**config.mk**
```make
export PLATFORM = sky130hd
export DESIGN_NAME = foc_ctrl
export DESIGN_NICKNAME = d
export VERILOG_FILES = /design/src/rtl/foc_pkg.sv /design/src/rtl/foc_timer.sv /design/src/rtl/foc_ctrl.sv
export SDC_FILE = /design/constraint.sdc
export NUM_CORES = 1
export LEC_CHECK = 0
export ABC_AREA = 1
export ABC_CLOCK_PERIOD_IN_PS = 2230
export BUFFER_PORTS_ARGS = -buffer_cell sky130_fd_sc_hd__buf_4
export CORE_ASPECT_RATIO = 0.5
export CORE_MARGIN = 2
export CORE_UTILIZATION = 33
export CTS_BUF_LIST = sky130_fd_sc_hd__clkbuf_2 sky130_fd_sc_hd__clkbuf_4 sky130_fd_sc_hd__clkbuf_8
export CTS_CLUSTER_DIAMETER = 40
export CTS_CLUSTER_SIZE = 10
export DETAILED_ROUTE_END_ITERATION = 6
export PLACE_DENSITY = 0.49
export SYNTH_ARGS = -nofsm -noshare
export SYNTH_HDL_FRONTEND = slang
export SYNTH_HIERARCHICAL = 1
export SYNTH_SLANG_ARGS = --single-unit
```
**constraint.sdc**
```tcl
create_clock -name aclk -period 2.23 [get_ports aclk]
set_input_delay 0.1115 -clock aclk [delete_from_list [all_inputs] [get_ports aclk]]
set_output_delay 0.1115 -clock aclk [all_outputs]
set_load 0.005 [all_outputs]
```
**src/rtl/foc_pkg.sv**
```systemverilog
package foc_pkg;

  // Register bus geometry.
  localparam int ADDR_W = 12;
  localparam int TMR_W = 12;
  localparam logic [ADDR_W-1:0] OFF_CTRL = 12'h000;
  localparam logic [ADDR_W-1:0] OFF_STAT = 12'h004;
  localparam logic [ADDR_W-1:0] OFF_CHK = 12'h008;
  localparam logic [ADDR_W-1:0] OFF_PFC = 12'h00C;
  localparam logic [1:0] RESP_OKAY = 2'h0;
  localparam logic [1:0] RESP_SLVERR = 2'h2;
  localparam logic [5:0] PFC_RST = 6'h13;

  // Clock rate and the printed times, in nanoseconds.
  localparam int CLK_MHZ = 250;
  localparam int NS_PER_US = 1000;
  localparam int PSUS_TYP_NS = 9400;
  localparam int PSUS_MAX_NS = 11500;
  localparam int ESUS_TYP_NS = 16000;
  localparam int ESUS_MAX_NS = 20800;
  localparam int SUS_EXTRA_CYC = 4;
  localparam int RES_MAX_NS = 100;
  localparam int START_MAX_NS = 5;
  localparam int RCV_MIN_NS = 16000;
  localparam int RCV_MAX_NS = 45000;
  localparam int RCV_EXTRA_CYC = 7;
  localparam int AI_STOP_MAX_NS = 80;
  localparam int AI_EXTRA_CYC = 15;
  localparam int MR_STOP_MIN_NS = 10360;
  localparam int MR_STOP_MAX_NS = 20420;

  // Cycle counts: least times round up, longest times round down.
  localparam int PSUS_CYC = PSUS_TYP_NS * CLK_MHZ / NS_PER_US + SUS_EXTRA_CYC;
  localparam int PSUS_MAX_CYC = PSUS_MAX_NS * CLK_MHZ / NS_PER_US + SUS_EXTRA_CYC;
  localparam int ESUS_CYC = ESUS_TYP_NS * CLK_MHZ / NS_PER_US + SUS_EXTRA_CYC;
  localparam int ESUS_MAX_CYC = ESUS_MAX_NS * CLK_MHZ / NS_PER_US + SUS_EXTRA_CYC;
  localparam int RES_MAX_CYC = RES_MAX_NS * CLK_MHZ / NS_PER_US;
  localparam int START_MAX_CYC = (START_MAX_NS * CLK_MHZ / NS_PER_US < 1) ? 1 : START_MAX_NS * CLK_MHZ / NS_PER_US;
  localparam int RCV_CYC = (RCV_MIN_NS * CLK_MHZ + NS_PER_US - 1) / NS_PER_US + RCV_EXTRA_CYC;
  localparam int RCV_MAX_CYC = RCV_MAX_NS * CLK_MHZ / NS_PER_US + RCV_EXTRA_CYC;
  localparam int AI_STOP_CYC = AI_STOP_MAX_NS * CLK_MHZ / NS_PER_US + AI_EXTRA_CYC;
  localparam int MR_STOP_CYC = (MR_STOP_MIN_NS * CLK_MHZ + NS_PER_US - 1) / NS_PER_US + SUS_EXTRA_CYC;
  localparam int MR_STOP_MAX_CYC = MR_STOP_MAX_NS * CLK_MHZ / NS_PER_US + SUS_EXTRA_CYC;

  // Modelled array operation lengths in cycles.
  localparam logic [TMR_W-1:0] PGM_RUN_CYC = 12'hBB8;
  localparam logic [TMR_W-1:0] ERS_RUN_CYC = 12'hFA0;
  localparam logic [TMR_W-1:0] AI_RUN_CYC = 12'h800;
  localparam logic [TMR_W-1:0] MR_RUN_CYC = 12'hBB8;
  localparam logic [TMR_W-1:0] TMR_ONE = 12'h001;

  // Control word of module_config_reg, bit 0 is high_voltage_enable.
  typedef struct packed {
    logic low_power;
    logic erase_sel;
    logic erase_suspend;
    logic program_suspend;
    logic high_voltage_enable;
  } foc_ctrl_t;

  // Control word of user_test_reg0, bit 0 is integrity_check_enable.
  typedef struct packed {
    logic margin_sel;
    logic integrity_breakpoint_ctrl;
    logic integrity_check_suspend;
    logic integrity_check_enable;
  } foc_chk_t;

  typedef enum logic [2:0] {SEL_CTRL, SEL_STAT, SEL_CHK, SEL_PFC, SEL_NONE} foc_sel_t;
  typedef enum {F_IDLE, F_RUN, F_SUSP_WAIT, F_SUSP, F_ABORT, F_END} foc_fst_t;
  typedef enum {C_IDLE, C_RUN, C_STOP, C_SUSP, C_BRK, C_END} foc_cst_t;

  // Word address decode shared by the read and write paths.
  function automatic foc_sel_t foc_decode(input logic [ADDR_W-1:0] a);
    case (a)
      OFF_CTRL: foc_decode = SEL_CTRL;
      OFF_STAT: foc_decode = SEL_STAT;
      OFF_CHK: foc_decode = SEL_CHK;
      OFF_PFC: foc_decode = SEL_PFC;
      default: foc_decode = SEL_NONE;
    endcase
  endfunction

endpackage

```
**src/rtl/foc_timer.sv**
```systemverilog
`timescale 1ns/1ps
module foc_timer
  import foc_pkg::*;
(
  input wire logic aclk,
  input wire logic aresetn,
  input wire logic load,
  input wire logic [TMR_W-1:0] load_val,
  output logic expired
);

  logic [TMR_W-1:0] count_r;

  // Down counter; a fresh load restarts the wait.
  always_ff @(posedge aclk)
  begin
    if (!aresetn)
      count_r <= '0;
    else if (load)
      count_r <= load_val;
    else if (count_r != '0)
      count_r <= count_r - TMR_ONE;
  end

  // One-cycle pulse when the wait runs out; a reload cancels it.
  always_ff @(posedge aclk)
  begin
    if (!aresetn)
      expired <= 1'b0;
    else
      expired <= !load && (count_r == TMR_ONE);
  end

endmodule // foc_timer

```
**src/rtl/foc_ctrl.sv**
```systemverilog
`timescale 1ns/1ps
// Functional notes
// (RL1) Program suspend request sets done within 11.5 us plus four clocks.
// (RL2) Erase suspend request sets done within 20.8 us plus four clocks.
// (RL3) Clearing a suspend bit with high voltage enabled resumes; done falls within 100 ns.
// (RL4) Rising high_voltage_enable starts program or erase; done clears within 5 ns.
// (RL5) Falling high_voltage_enable aborts the operation; done sets within 20.8 us plus four clocks.
// (RL6) After low power exit the flash is usable after 16 to 45 us plus seven clocks.
// (RL7) Rising integrity_check_enable starts a check; check done clears within 5 ns.
// (RL8) Resuming a suspended or breakpointed check clears check done within 5 ns.
// (RL9) Falling enable aborts an integrity check; check done sets within 80 ns plus fifteen clocks.
// (RL10) Suspending an integrity check sets check done within 80 ns plus fifteen clocks.
// (RL11) Falling enable aborts a margin read; check done sets within 10.36 to 20.42 us.
// (RL12) Suspending a margin read sets check done within 10.36 to 20.42 us plus four clocks.
// (RL13) Software programs wait states 2 or 3 and pipeline 1 at 100 or 133 MHz.
// (RL14) Done and check done stay at 1 while nothing is in progress.
module foc_ctrl
  import foc_pkg::*;
(
  input wire logic aclk,
  input wire logic aresetn,
  input wire logic [ADDR_W-1:0] s_axi_awaddr,
  input wire logic s_axi_awvalid,
  output logic s_axi_awready,
  input wire logic [31:0] s_axi_wdata,
  input wire logic [3:0] s_axi_wstrb,
  input wire logic s_axi_wvalid,
  output logic s_axi_wready,
  output logic [1:0] s_axi_bresp,
  output logic s_axi_bvalid,
  input wire logic s_axi_bready,
  input wire logic [ADDR_W-1:0] s_axi_araddr,
  input wire logic s_axi_arvalid,
  output logic s_axi_arready,
  output logic [31:0] s_axi_rdata,
  output logic [1:0] s_axi_rresp,
  output logic s_axi_rvalid,
  input wire logic s_axi_rready,
  output logic flash_done,
  output logic check_done,
  output logic flash_usable
);

  logic aw_have_r, w_have_r, wr_go, wr_ctrl, wr_chk;
  logic [ADDR_W-1:0] awaddr_r;
  logic [31:0] wdata_r;
  logic [3:0] wstrb_r;
  foc_ctrl_t ctrl_r, new_ctrl;
  foc_chk_t chk_r, new_chk;
  logic [5:0] pfc_r;
  foc_fst_t fst_r;
  foc_cst_t cst_r;
  logic [TMR_W-1:0] op_left_r, chk_left_r, f_val, c_val;
  logic f_load, f_exp, c_load, c_exp, r_load, r_exp, stop_susp_r;
  logic hve_rise, hve_fall, psus_rise, esus_rise, sus_fall;
  logic aie_rise, aie_fall, csus_rise, csus_fall, brk_fall;

  // Write address and data are latched independently, in either order.
  always_ff @(posedge aclk)
  begin
    if (!aresetn)
    begin
      aw_have_r <= 1'b0;
      s_axi_awready <= 1'b1;
      awaddr_r <= '0;
    end
    else if (s_axi_awvalid && s_axi_awready)
    begin
      aw_have_r <= 1'b1;
      s_axi_awready <= 1'b0;
      awaddr_r <= s_axi_awaddr;
    end
    else if (wr_go)
    begin
      aw_have_r <= 1'b0;
      s_axi_awready <= 1'b1;
    end
  end

  always_ff @(posedge aclk)
  begin
    if (!aresetn)
    begin
      w_have_r <= 1'b0;
      s_axi_wready <= 1'b1;
      wdata_r <= '0;
      wstrb_r <= '0;
    end
    else if (s_axi_wvalid && s_axi_wready)
    begin
      w_have_r <= 1'b1;
      s_axi_wready <= 1'b0;
      wdata_r <= s_axi_wdata;
      wstrb_r <= s_axi_wstrb;
    end
    else if (wr_go)
    begin
      w_have_r <= 1'b0;
      s_axi_wready <= 1'b1;
    end
  end

  // A write commits once both halves are held and the last response is gone.
  assign wr_go = aw_have_r && w_have_r && !s_axi_bvalid;
  assign wr_ctrl = wr_go && (foc_decode(awaddr_r) == SEL_CTRL) && wstrb_r[0];
  assign wr_chk = wr_go && (foc_decode(awaddr_r) == SEL_CHK) && wstrb_r[0];
  assign new_ctrl = foc_ctrl_t'(wdata_r[4:0]);
  assign new_chk = foc_chk_t'(wdata_r[3:0]);

  always_ff @(posedge aclk)
  begin
    if (!aresetn)
    begin
      s_axi_bvalid <= 1'b0;
      s_axi_bresp <= RESP_OKAY;
    end
    else if (wr_go)
    begin
      s_axi_bvalid <= 1'b1;
      s_axi_bresp <= (foc_decode(awaddr_r) == SEL_NONE) ? RESP_SLVERR : RESP_OKAY;
    end
    else if (s_axi_bready)
      s_axi_bvalid <= 1'b0;
  end

  // Control edges are seen at the very edge that commits the write, so a start or resume drops done in one cycle.
  assign hve_rise = wr_ctrl && new_ctrl.high_voltage_enable && !ctrl_r.high_voltage_enable;
  assign hve_fall = wr_ctrl && !new_ctrl.high_voltage_enable && ctrl_r.high_voltage_enable;
  assign psus_rise = wr_ctrl && new_ctrl.program_suspend && !ctrl_r.program_suspend;
  assign esus_rise = wr_ctrl && new_ctrl.erase_suspend && !ctrl_r.erase_suspend;
  assign sus_fall = wr_ctrl && new_ctrl.high_voltage_enable &&
    ((ctrl_r.program_suspend && !new_ctrl.program_suspend) ||
     (ctrl_r.erase_suspend && !new_ctrl.erase_suspend));
  assign aie_rise = wr_chk && new_chk.integrity_check_enable && !chk_r.integrity_check_enable;
  assign aie_fall = wr_chk && !new_chk.integrity_check_enable && chk_r.integrity_check_enable;
  assign csus_rise = wr_chk && new_chk.integrity_check_suspend && !chk_r.integrity_check_suspend;
  assign csus_fall = wr_chk && !new_chk.integrity_check_suspend && chk_r.integrity_check_suspend;
  assign brk_fall = wr_chk && !new_chk.integrity_breakpoint_ctrl && chk_r.integrity_breakpoint_ctrl;

  // Software-visible control words; wait states and pipeline are only stored for the read path.
  always_ff @(posedge aclk)
  begin
    if (!aresetn)
    begin
      ctrl_r <= '0;
      chk_r <= '0;
      pfc_r <= PFC_RST;
    end
    else
    begin
      if (wr_ctrl)
        ctrl_r <= new_ctrl;
      if (wr_chk)
        chk_r <= new_chk;
      if (wr_go && (foc_decode(awaddr_r) == SEL_PFC) && wstrb_r[0])
        pfc_r <= wdata_r[5:0]; // RL13
    end
  end

  // Timer loads for the suspend and abort waits of both sequencers and for the recovery wait.
  always_comb
  begin
    f_load = 1'b0;
    f_val = '0;
    if ((fst_r == F_RUN || fst_r == F_SUSP_WAIT) && hve_fall)
    begin
      f_load = 1'b1;
      f_val = TMR_W'(ESUS_CYC); // RL5
    end
    else if (fst_r == F_RUN && psus_rise && !ctrl_r.erase_sel)
    begin
      f_load = 1'b1;
      f_val = TMR_W'(PSUS_CYC); // RL1
    end
    else if (fst_r == F_RUN && esus_rise && ctrl_r.erase_sel)
    begin
      f_load = 1'b1;
      f_val = TMR_W'(ESUS_CYC); // RL2
    end
    c_load = (cst_r == C_RUN) && (aie_fall || csus_rise);
    // The sequencer adds one cycle after expiry, so the tight integrity limit loads one less.
    c_val = chk_r.margin_sel ? TMR_W'(MR_STOP_CYC) : TMR_W'(AI_STOP_CYC - 1); // RL9 RL10 RL11 RL12
    r_load = wr_ctrl && ctrl_r.low_power && !new_ctrl.low_power;
  end

  foc_timer u_ftmr (.aclk(aclk), .aresetn(aresetn), .load(f_load), .load_val(f_val), .expired(f_exp));
  foc_timer u_ctmr (.aclk(aclk), .aresetn(aresetn), .load(c_load), .load_val(c_val), .expired(c_exp));
  foc_timer u_rtmr (.aclk(aclk), .aresetn(aresetn), .load(r_load), .load_val(TMR_W'(RCV_CYC)), .expired(r_exp));

  // Low power entry makes the array unusable until the recovery wait ends.
  always_ff @(posedge aclk)
  begin
    if (!aresetn)
      flash_usable <= 1'b1;
    else if (wr_ctrl && new_ctrl.low_power && !ctrl_r.low_power)
      flash_usable <= 1'b0;
    else if (r_exp && !ctrl_r.low_power)
      flash_usable <= 1'b1; // RL6
  end

  // Program and erase sequencer; a start while the array recovers is ignored.
  always_ff @(posedge aclk)
  begin
    if (!aresetn)
    begin
      fst_r <= F_IDLE;
      op_left_r <= '0;
      flash_done <= 1'b1;
    end
    else
    begin
      case (fst_r)
        F_IDLE:
          if (hve_rise && flash_usable)
          begin
            fst_r <= F_RUN;
            op_left_r <= new_ctrl.erase_sel ? ERS_RUN_CYC : PGM_RUN_CYC;
            flash_done <= 1'b0; // RL4
          end
        F_RUN:
          if (hve_fall)
            fst_r <= F_ABORT; // RL5
          else if (f_load)
            fst_r <= F_SUSP_WAIT;
          else if (op_left_r == TMR_ONE)
          begin
            fst_r <= F_END;
            flash_done <= 1'b1;
          end
          else
            op_left_r <= op_left_r - TMR_ONE;
        F_SUSP_WAIT:
          if (hve_fall)
            fst_r <= F_ABORT;
          else if (f_exp)
          begin
            fst_r <= F_SUSP;
            flash_done <= 1'b1; // RL1 RL2
          end
        F_SUSP:
          if (hve_fall)
            fst_r <= F_IDLE; // RL14
          else if (sus_fall)
          begin
            fst_r <= F_RUN;
            flash_done <= 1'b0; // RL3
          end
        F_ABORT:
          if (f_exp)
          begin
            fst_r <= F_IDLE;
            flash_done <= 1'b1; // RL5
          end
        F_END:
          if (hve_fall)
            fst_r <= F_IDLE;
        default:
          fst_r <= F_IDLE;
      endcase
    end
  end

  // Integrity check and margin read sequencer.
  always_ff @(posedge aclk)
  begin
    if (!aresetn)
    begin
      cst_r <= C_IDLE;
      chk_left_r <= '0;
      stop_susp_r <= 1'b0;
      check_done <= 1'b1;
    end
    else
    begin
      case (cst_r)
        C_IDLE:
          if (aie_rise)
          begin
            cst_r <= C_RUN;
            chk_left_r <= new_chk.margin_sel ? MR_RUN_CYC : AI_RUN_CYC;
            check_done <= 1'b0; // RL7
          end
        C_RUN:
          if (c_load)
          begin
            cst_r <= C_STOP;
            stop_susp_r <= !aie_fall;
          end
          else if (chk_r.integrity_breakpoint_ctrl)
          begin
            cst_r <= C_BRK;
            check_done <= 1'b1;
          end
          else if (chk_left_r == TMR_ONE)
          begin
            cst_r <= C_END;
            check_done <= 1'b1;
          end
          else
            chk_left_r <= chk_left_r - TMR_ONE;
        C_STOP:
          if (c_exp)
          begin
            cst_r <= stop_susp_r ? C_SUSP : C_IDLE;
            check_done <= 1'b1; // RL9 RL10 RL11 RL12
          end
        C_SUSP:
          if (aie_fall)
            cst_r <= C_IDLE;
          else if (csus_fall)
          begin
            cst_r <= C_RUN;
            check_done <= 1'b0; // RL8
          end
        C_BRK:
          if (aie_fall)
            cst_r <= C_IDLE;
          else if (brk_fall)
          begin
            cst_r <= C_RUN;
            check_done <= 1'b0; // RL8
          end
        C_END:
          if (aie_fall)
            cst_r <= C_IDLE; // RL14
        default:
          cst_r <= C_IDLE;
      endcase
    end
  end

  // Read channel; one read at a time, unmapped words answer with an error and zero data.
  always_ff @(posedge aclk)
  begin
    if (!aresetn)
    begin
      s_axi_arready <= 1'b1;
      s_axi_rvalid <= 1'b0;
      s_axi_rdata <= '0;
      s_axi_rresp <= RESP_OKAY;
    end
    else if (s_axi_arvalid && s_axi_arready)
    begin
      s_axi_arready <= 1'b0;
      s_axi_rvalid <= 1'b1;
      s_axi_rresp <= RESP_OKAY;
      case (foc_decode(s_axi_araddr))
        SEL_CTRL: s_axi_rdata <= {27'h0000000, ctrl_r};
        SEL_STAT: s_axi_rdata <= {28'h0000000, fst_r == F_SUSP, fst_r != F_IDLE, flash_usable, flash_done};
        SEL_CHK: s_axi_rdata <= {27'h0000000, check_done, chk_r};
        SEL_PFC: s_axi_rdata <= {26'h0000000, pfc_r};
        default:
        begin
          s_axi_rdata <= '0;
          s_axi_rresp <= RESP_SLVERR;
        end
      endcase
    end
    else if (s_axi_rvalid && s_axi_rready)
    begin
      s_axi_rvalid <= 1'b0;
      s_axi_arready <= 1'b1;
    end
  end

  // Cycle counters that only the checks below read.
  logic [12:0] hf_cnt_r, hc_cnt_r, hr_cnt_r;
  foc_fst_t hf_st_r;
  foc_cst_t hc_st_r;
  always_ff @(posedge aclk)
  begin
    hf_st_r <= fst_r;
    hc_st_r <= cst_r;
    hf_cnt_r <= (fst_r != hf_st_r) ? 13'h0001 : hf_cnt_r + 13'h0001;
    hc_cnt_r <= (cst_r != hc_st_r) ? 13'h0001 : hc_cnt_r + 13'h0001;
    hr_cnt_r <= r_load ? 13'h0000 : hr_cnt_r + 13'h0001;
  end
endmodule // foc_ctrl

```
Yosys cells after proc, flatten, opt, wreduce, memory -nomap -nowiden
Cells that the tools add are included.

storage, ports and cells
  flip-flop bits (word level) = 208
  input bits = 67
  output and inout port bits = 44
  logic and storage cells = 291

operators by class
  $add $sub $neg = 5
  equality and inequality tests = 58
  muxes and demuxes = 91
  bitwise gates (word level) = 1
  reductions and logical operators = 98

operators with widths
  operator                                            count
  two-way mux 32 bit                                  20
  one-hot mux 32 bit (6 select lines)                 2
  two-way mux 12 bit                                  18
  == test 32 x 2 -> 1 bit, second input constant      6
  == test 32 x 3 -> 1 bit, second input constant      6
  == test 32 x 1 -> 1 bit, second input constant      2
  logical NOT 32 bit                                  2
  == test 12 x 1 -> 1 bit, second input constant      5
  subtractor 12 x 1 -> 12 bit, second input constant  5
  == test 12 x 4 -> 1 bit, second input constant      4
  logical AND 1 bit                                   48
  one-hot mux 12 bit (2 select lines)                 2
  inequality test 2 bit, second input constant        18
  nonzero test 12 bit                                 3
  two-way mux 1 bit                                   34
  nonzero test 32 bit                                 1
  == test 12 x 3 -> 1 bit, second input constant      2
  logical NOT 12 bit                                  2
  one-hot mux 3 bit (4 select lines)                  2
  one-hot mux 6 bit (4 select lines)                  1
  nonzero test 2 bit                                  10
  logical NOT 1 bit                                   16
  two-way mux 3 bit                                   5
  == test 3 x 2 -> 1 bit, second input constant       4
  21 further kinds                                    35

Longest topological paths before layout
  depth after elaboration = 15
  mapped depth = 18
  mapped depth without buffers = 17

Modules after synthesis
The synthesis kept the hierarchy.

by module, submodules not included
  module     times used  cells an instance  area each (µm²)  seq. area each (µm²)
  foc_ctrl   1           716                4759.6           1661.6
  foc_timer  3           143                897.1            260.2

Worst setup path after synthesis
OpenSTA, ideal clock, no wires.

  kind = reg2reg
  start = register awaddr_r[11]
  end = register u_ctmr.count_r[8]
  library setup time = 0.112 ns
  arrival time = 2.047 ns
  data required time = 2.118 ns
  setup slack = 0.071 ns
  stages on the path, launching flop included = 18
  buffers on the path = 2
  period minus slack after synthesis = 2.159 ns
  cells stage by stage = dfxtp_1 > nor2_1 > nand2_1 > nor3_4 > nand2_2 > inv_2 > nand3_4 > nand2_2 > nand2_2 > inv_1 > buf_4 > inv_2 > and3_4 > nand2_2 > buf_6 > nand3_1 > nand2_1 > nand2_1

between the ends
  longest elaborated chain between the ends = 10
  elaborated cells between the ends (all ways) = 16
  those cells by class = eq/ne: 4; mux: 2; reduce/logical: 10

RTL lines
  element                                                   line                              RTL
  start, declared                                           foc_ctrl.sv:45                    logic [ADDR_W-1:0] awaddr_r;
  start signal, assigned                                    foc_ctrl.sv:71                    awaddr_r <= s_axi_awaddr;
  == test 12 x 4 -> 1 bit, or another cell as far along     foc_pkg.sv:75                     case (a)
  one-hot mux 3 bit (4 select lines) (*)                    foc_pkg.sv:75
  == test 3 x 2 -> 1 bit (*)                                foc_ctrl.sv:106                   assign wr_chk = wr_go && (foc_decode(awaddr_r) == SEL_CHK) && wstrb_r[0];
  logical AND 1 bit (*) (2 in a row)                        foc_ctrl.sv:106
  logical AND 1 bit (on tied branches) (2 in a row)         foc_ctrl.sv:135, foc_ctrl.sv:136
  logical OR 1 bit (*)                                      foc_ctrl.sv:180                   c_load = (cst_r == C_RUN) && (aie_fall || csus_rise);
  logical AND 1 bit (*)                                     foc_ctrl.sv:180
  via c_load                                                foc_ctrl.sv:54                    logic f_load, f_exp, c_load, c_exp, r_load, r_exp, stop_susp_r;
  two-way mux 12 bit or nonzero test 2 bit (tied branches)  -
  end signal, assigned                                      foc_timer.sv:20                   count_r <= load_val;
  end signal, assigned                                      foc_timer.sv:22                   count_r <= count_r - TMR_ONE;
  end, declared                                             foc_timer.sv:12                   logic [TMR_W-1:0] count_r;

Mark *: on every way through the listed nets, which the timed path passes. The rest lies on a longest branch.
A chain may end at the register's enable or synchronous reset.

Worst setup path after layout
  start = register awaddr_r[11]
  end = register u_ftmr.count_r[8]

between the ends
  longest elaborated chain between the ends = 13
  elaborated cells between the ends (all ways) = 27
  those cells by class = eq/ne: 3; mux: 8; reduce/logical: 16

RTL lines
  element                                                   line             RTL
  == test 12 x 4 -> 1 bit, or another cell as far along     foc_pkg.sv:75
  one-hot mux 3 bit (4 select lines) (*)                    foc_pkg.sv:75
  logical NOT 3 bit (*)                                     foc_ctrl.sv:105  assign wr_ctrl = wr_go && (foc_decode(awaddr_r) == SEL_CTRL) && wstrb_r[0];
  logical AND 1 bit (*) (2 in a row)                        foc_ctrl.sv:105
  logical AND 1 bit (2 in a row)                            foc_ctrl.sv:130  assign esus_rise = wr_ctrl && new_ctrl.erase_suspend && !ctrl_r.erase_suspend;
  logical AND 1 bit (2 in a row)                            foc_ctrl.sv:175  else if (fst_r == F_RUN && esus_rise && ctrl_r.erase_sel)
  two-way mux 1 bit                                         foc_ctrl.sv:175
  two-way mux 1 bit                                         foc_ctrl.sv:170  else if (fst_r == F_RUN && psus_rise && !ctrl_r.erase_sel)
  two-way mux 1 bit (*)                                     foc_ctrl.sv:165  if ((fst_r == F_RUN || fst_r == F_SUSP_WAIT) && hve_fall)
  via f_load                                                foc_ctrl.sv:54
  two-way mux 12 bit or nonzero test 2 bit (tied branches)  -
  end signal, assigned                                      foc_timer.sv:20
  end signal, assigned                                      foc_timer.sv:22
  end, declared                                             foc_timer.sv:12

Marks and branches as above.

==> impl_metrics.csv <==
group,metric,value,unit
die,die_width,217,um
drt,via_per_inst,4.70,
drt,drc,0,
run,maxCapViolations,0,
logic_synthesis,syn-cell-area,7450,um^2
drt,wl_per_cell,12.9,um
sta,hold_ws,11.6,ps
die,dieArea,23900,um^2
cts,cts_buffer_depth,2,
sta,fmax,470,MHz
logic_synthesis,async_flop_share,0,%
worst_setup_path,path_buf_inv,3,
logic_synthesis,ys.flop_type,"dfxtp_1",
logic_synthesis,postSynthAreaPerCell,6.51,um^2
worst_setup_path,cp-end-kind,"flip-flop",
sta,slew_headroom,50.7,%
cells_and_area,utilization,41.2,%
drt,routed_wl,20400,um
power_and_ir_drop,power_density,1190,nW/um^2
cts,clock_latency,460,ps
logic_synthesis,synth_cell_type_count,44,
global_route,gr-total-overflow,0,
logic_synthesis,yosysWarningCount,6,
worst_setup_path,crit_path_top_delay_cell,"dfxtp_1",
logic_synthesis,synth-edff-count,0,
cells_and_area,nets,1345,
cts,ctsRootBufferMaster,"clkbuf_8",
worst_setup_path,crit_chain,"nor2_1 -> nand2_2 -> nor3_4 -> buf_6 -> nand4_1 -> nand3_2 -> inv_2 -> and3_4 -> nand2_4 -> buf_6 -> nand3_1 -> nand2_1 -> nand2_1",
die,ios,111,
power_and_ir_drop,ir_drop,0.000441,V
cells_and_area,nFillCells,2364,
logic_synthesis,synth_top_area_cell,"dfxtp_1",
sta,finClkSkew,19.4,ps
sta,drv_slew,0,
worst_setup_path,ff2ff_path_depth,13,
sta,rsz0062_at_grt,"true",
cts,cts_tree,"done",
min_path,hold_path.startpoint,"s_axi_wdata[3]",
die,rows,38,
worst_setup_path,path_depth,13,
min_path,hold_class,"input pin to flip-flop",
worst_setup_path,r2r_slack,100,ps
logic_synthesis,ys_seq_elements,122,
cells_and_area,area_growth,21.3,%
cells_and_area,antennaDiodeCount,0,
worst_setup_path,path_delay_family,"simple AND/OR/NAND/NOR gates",
worst_setup_path,critPathMaxStageDelay,320,ps
global_route,antenna_found_initial,0,
die,die-height,110,um
die,core_area,21900,um^2
worst_setup_path,critPathKind,"flip-flop to flip-flop",
drt,drt-initial-drc-count,465,
global_route,grt_pass1_wl,33500,um
logic_synthesis,syn_inst,1145,
global_route,grt_max_degree,38,
worst_setup_path,r2r-end,"u_ftmr/count_r[8]",
die,start_util,34.0,%
logic_synthesis,yosys-top-cells-count,"nand2_1, nor2_1, dfxtp_1",
cells_and_area,drive_above_1_share,16.2,%
logic_synthesis,synth_seq_area_share,32.8,%
worst_setup_path,reg2reg_from,"awaddr_r[11]",
cts,clkSlewWorstSetupHoldPaths,90,ps
worst_setup_path,cp-start-kind,"flip-flop",
drt,num_vias,7415,
sta,finalCriticalPeriod,2130,ps
sta,tightest_slew,732,ps
worst_setup_path,crit_required,2580,ps
logic_synthesis,synth_area_leaders,"dfxtp_1, nand2_1, nor2_1",
cts,cts.sinks,122,
place,place_hpwl,15100,um
drt,postRouteAntennaNets,0,
worst_setup_path,path_max_fanout,7,
worst_setup_path,crit_path_end,"u_ftmr/count_r[8]",
worst_setup_path,startpoint,"awaddr_r[11]",
logic_synthesis,synth_top_area_share,32.8,%
sta,fin_crit_sh,95.5,%
sta,setup_violations,0,
power_and_ir_drop,p_leak,0.00429,uW
drt,drtPass1Iterations,5,
logic_synthesis,synth.most_common_cell,"nand2_1",
sta,hold_violations,0,
cts,htreeDepth,4,
place,place_congestion,0.863,
power_and_ir_drop,p_total,10800,uW
global_route,grt_pass1_vias,6884,
place,io_buffers,53,
global_route,grt_util_all_layers,17.6,%
outcome,status,"complete, no violations",
worst_setup_path,arrival,2480,ps
cts,numCtsBuffers,17,
[through the flow]
step,instances,TNS (ps),instance area [um^2],setup slack [ps]
floorplan,1196,0,7640,71.4
global placement,1528,0,8340,142
detailed placement,1528,0,8340,105
CTS,1577,0,8960,79.2
global route,1578,-243,9040,-57.9
finish,1578,0,9040,101
[logic make-up after synthesis]
| logic type | after synthesis | share of synthesized area (%) |
|---|---|---|
| compound gates | 174 | 13.0 |
| xor+xnor | 16 | 1.88 |
| fa+ha+maj | 13 | 2.18 |
| buf+inv | 189 | 11.9 |
| flops | 122 | 32.8 |
| other cells | 2 | 0.101 |
| simple gates | 629 | 38.1 |
[cell type report]
class | instances | area [um^2] | share of cell area [%]
well taps | 300 | 375 | 4.15
inverters | 127 | 479 | 5.30
flip-flops and latches | 122 | 2440 | 27.0
clock buffers | 19 | 262 | 2.89
clock inverters | 13 | 189 | 2.09
repair buffers | 112 | 927 | 10.3
multi-input cells | 885 | 4360 | 48.3
[power breakdown]
| group | switching, uW | leakage (uW) | total, uW | internal (uW) |
|---|---|---|---|---|
| logic | 3260 | 0.00307 | 5360 | 2100 |
| clock network | 1020 | 0.000223 | 2310 | 1290 |
| registers | 428 | 0.000999 | 3090 | 2660 |
| total | 4710 | 0.00429 | 10800 | 6040 |
[metal layers]
metal	vias up	wire length, um	GRT usage, %
li1	3860	-	-
met3	22	849	3.46
met4	0	252	5.68
met1	3393	10300	23.4
met2	140	8990	29.1
met5	-	0	0
[what timing repair did]
action,CTS,global route
setup endpoints to repair,0,34
endpoints found under the hold margin,18,0
buffers inserted,0,1
gates resized for setup,0,21
hold buffers,17,0
[flip-flops by register name (all words and copies together), names as in the netlist, 6 cells and up]
| register | cells |
|---|---|
| awaddr_r | 12 |
| chk_left_r | 12 |
| op_left_r | 12 |
| pfc_r | 6 |
| s_axi_rdata | 6 |
| u_ctmr/count_r | 12 |
| u_ftmr/count_r | 12 |
| u_rtmr/count_r | 12 |
| wdata_r | 6 |
[worst reg2reg max path: cells and delay by family, from the launching register on]
| kind | cells | cell delay [ps] |
|---|---|---|
| buffers and inverters | 3 | 350 |
| DFF | 1 | 320 |
| and+or+nand+nor | 10 | 1350 |
[cell usage in the layout (no fill, tap or decap), drive strengths merged]
master / count
a21boi: 2
a21o: 1
a21oi: 80
a31oi: 1
and3: 3
buf: 95
bufinv: 4
clkbuf: 19
clkinv: 7
clkinvlp: 2
conb: 53
dfxtp: 122
dlygate4sd3: 17
ha: 13
inv: 127
nand2: 265
nand3: 92
nand3b: 1
nand4: 32
nor2: 199
nor3: 25
nor4: 1
o2111ai: 4
o211ai: 5
o21a: 2
o21ai: 76
o221a: 1
o22ai: 2
or2: 11
xnor2: 7
xor2: 9
[worst min-delay path by stage]
stage               slack (ps)             to  cells past startpoint
finish                      10     wdata_r[3]                      3
global route                20  s_axi_awready                      2
CTS                         10  s_axi_awready                      2
detailed placement         380   s_axi_rvalid                      4
global placement           380   s_axi_rvalid                      4
floorplan                  270   s_axi_rvalid                      3
Note: power is estimated with default switching activity, not from simulation.
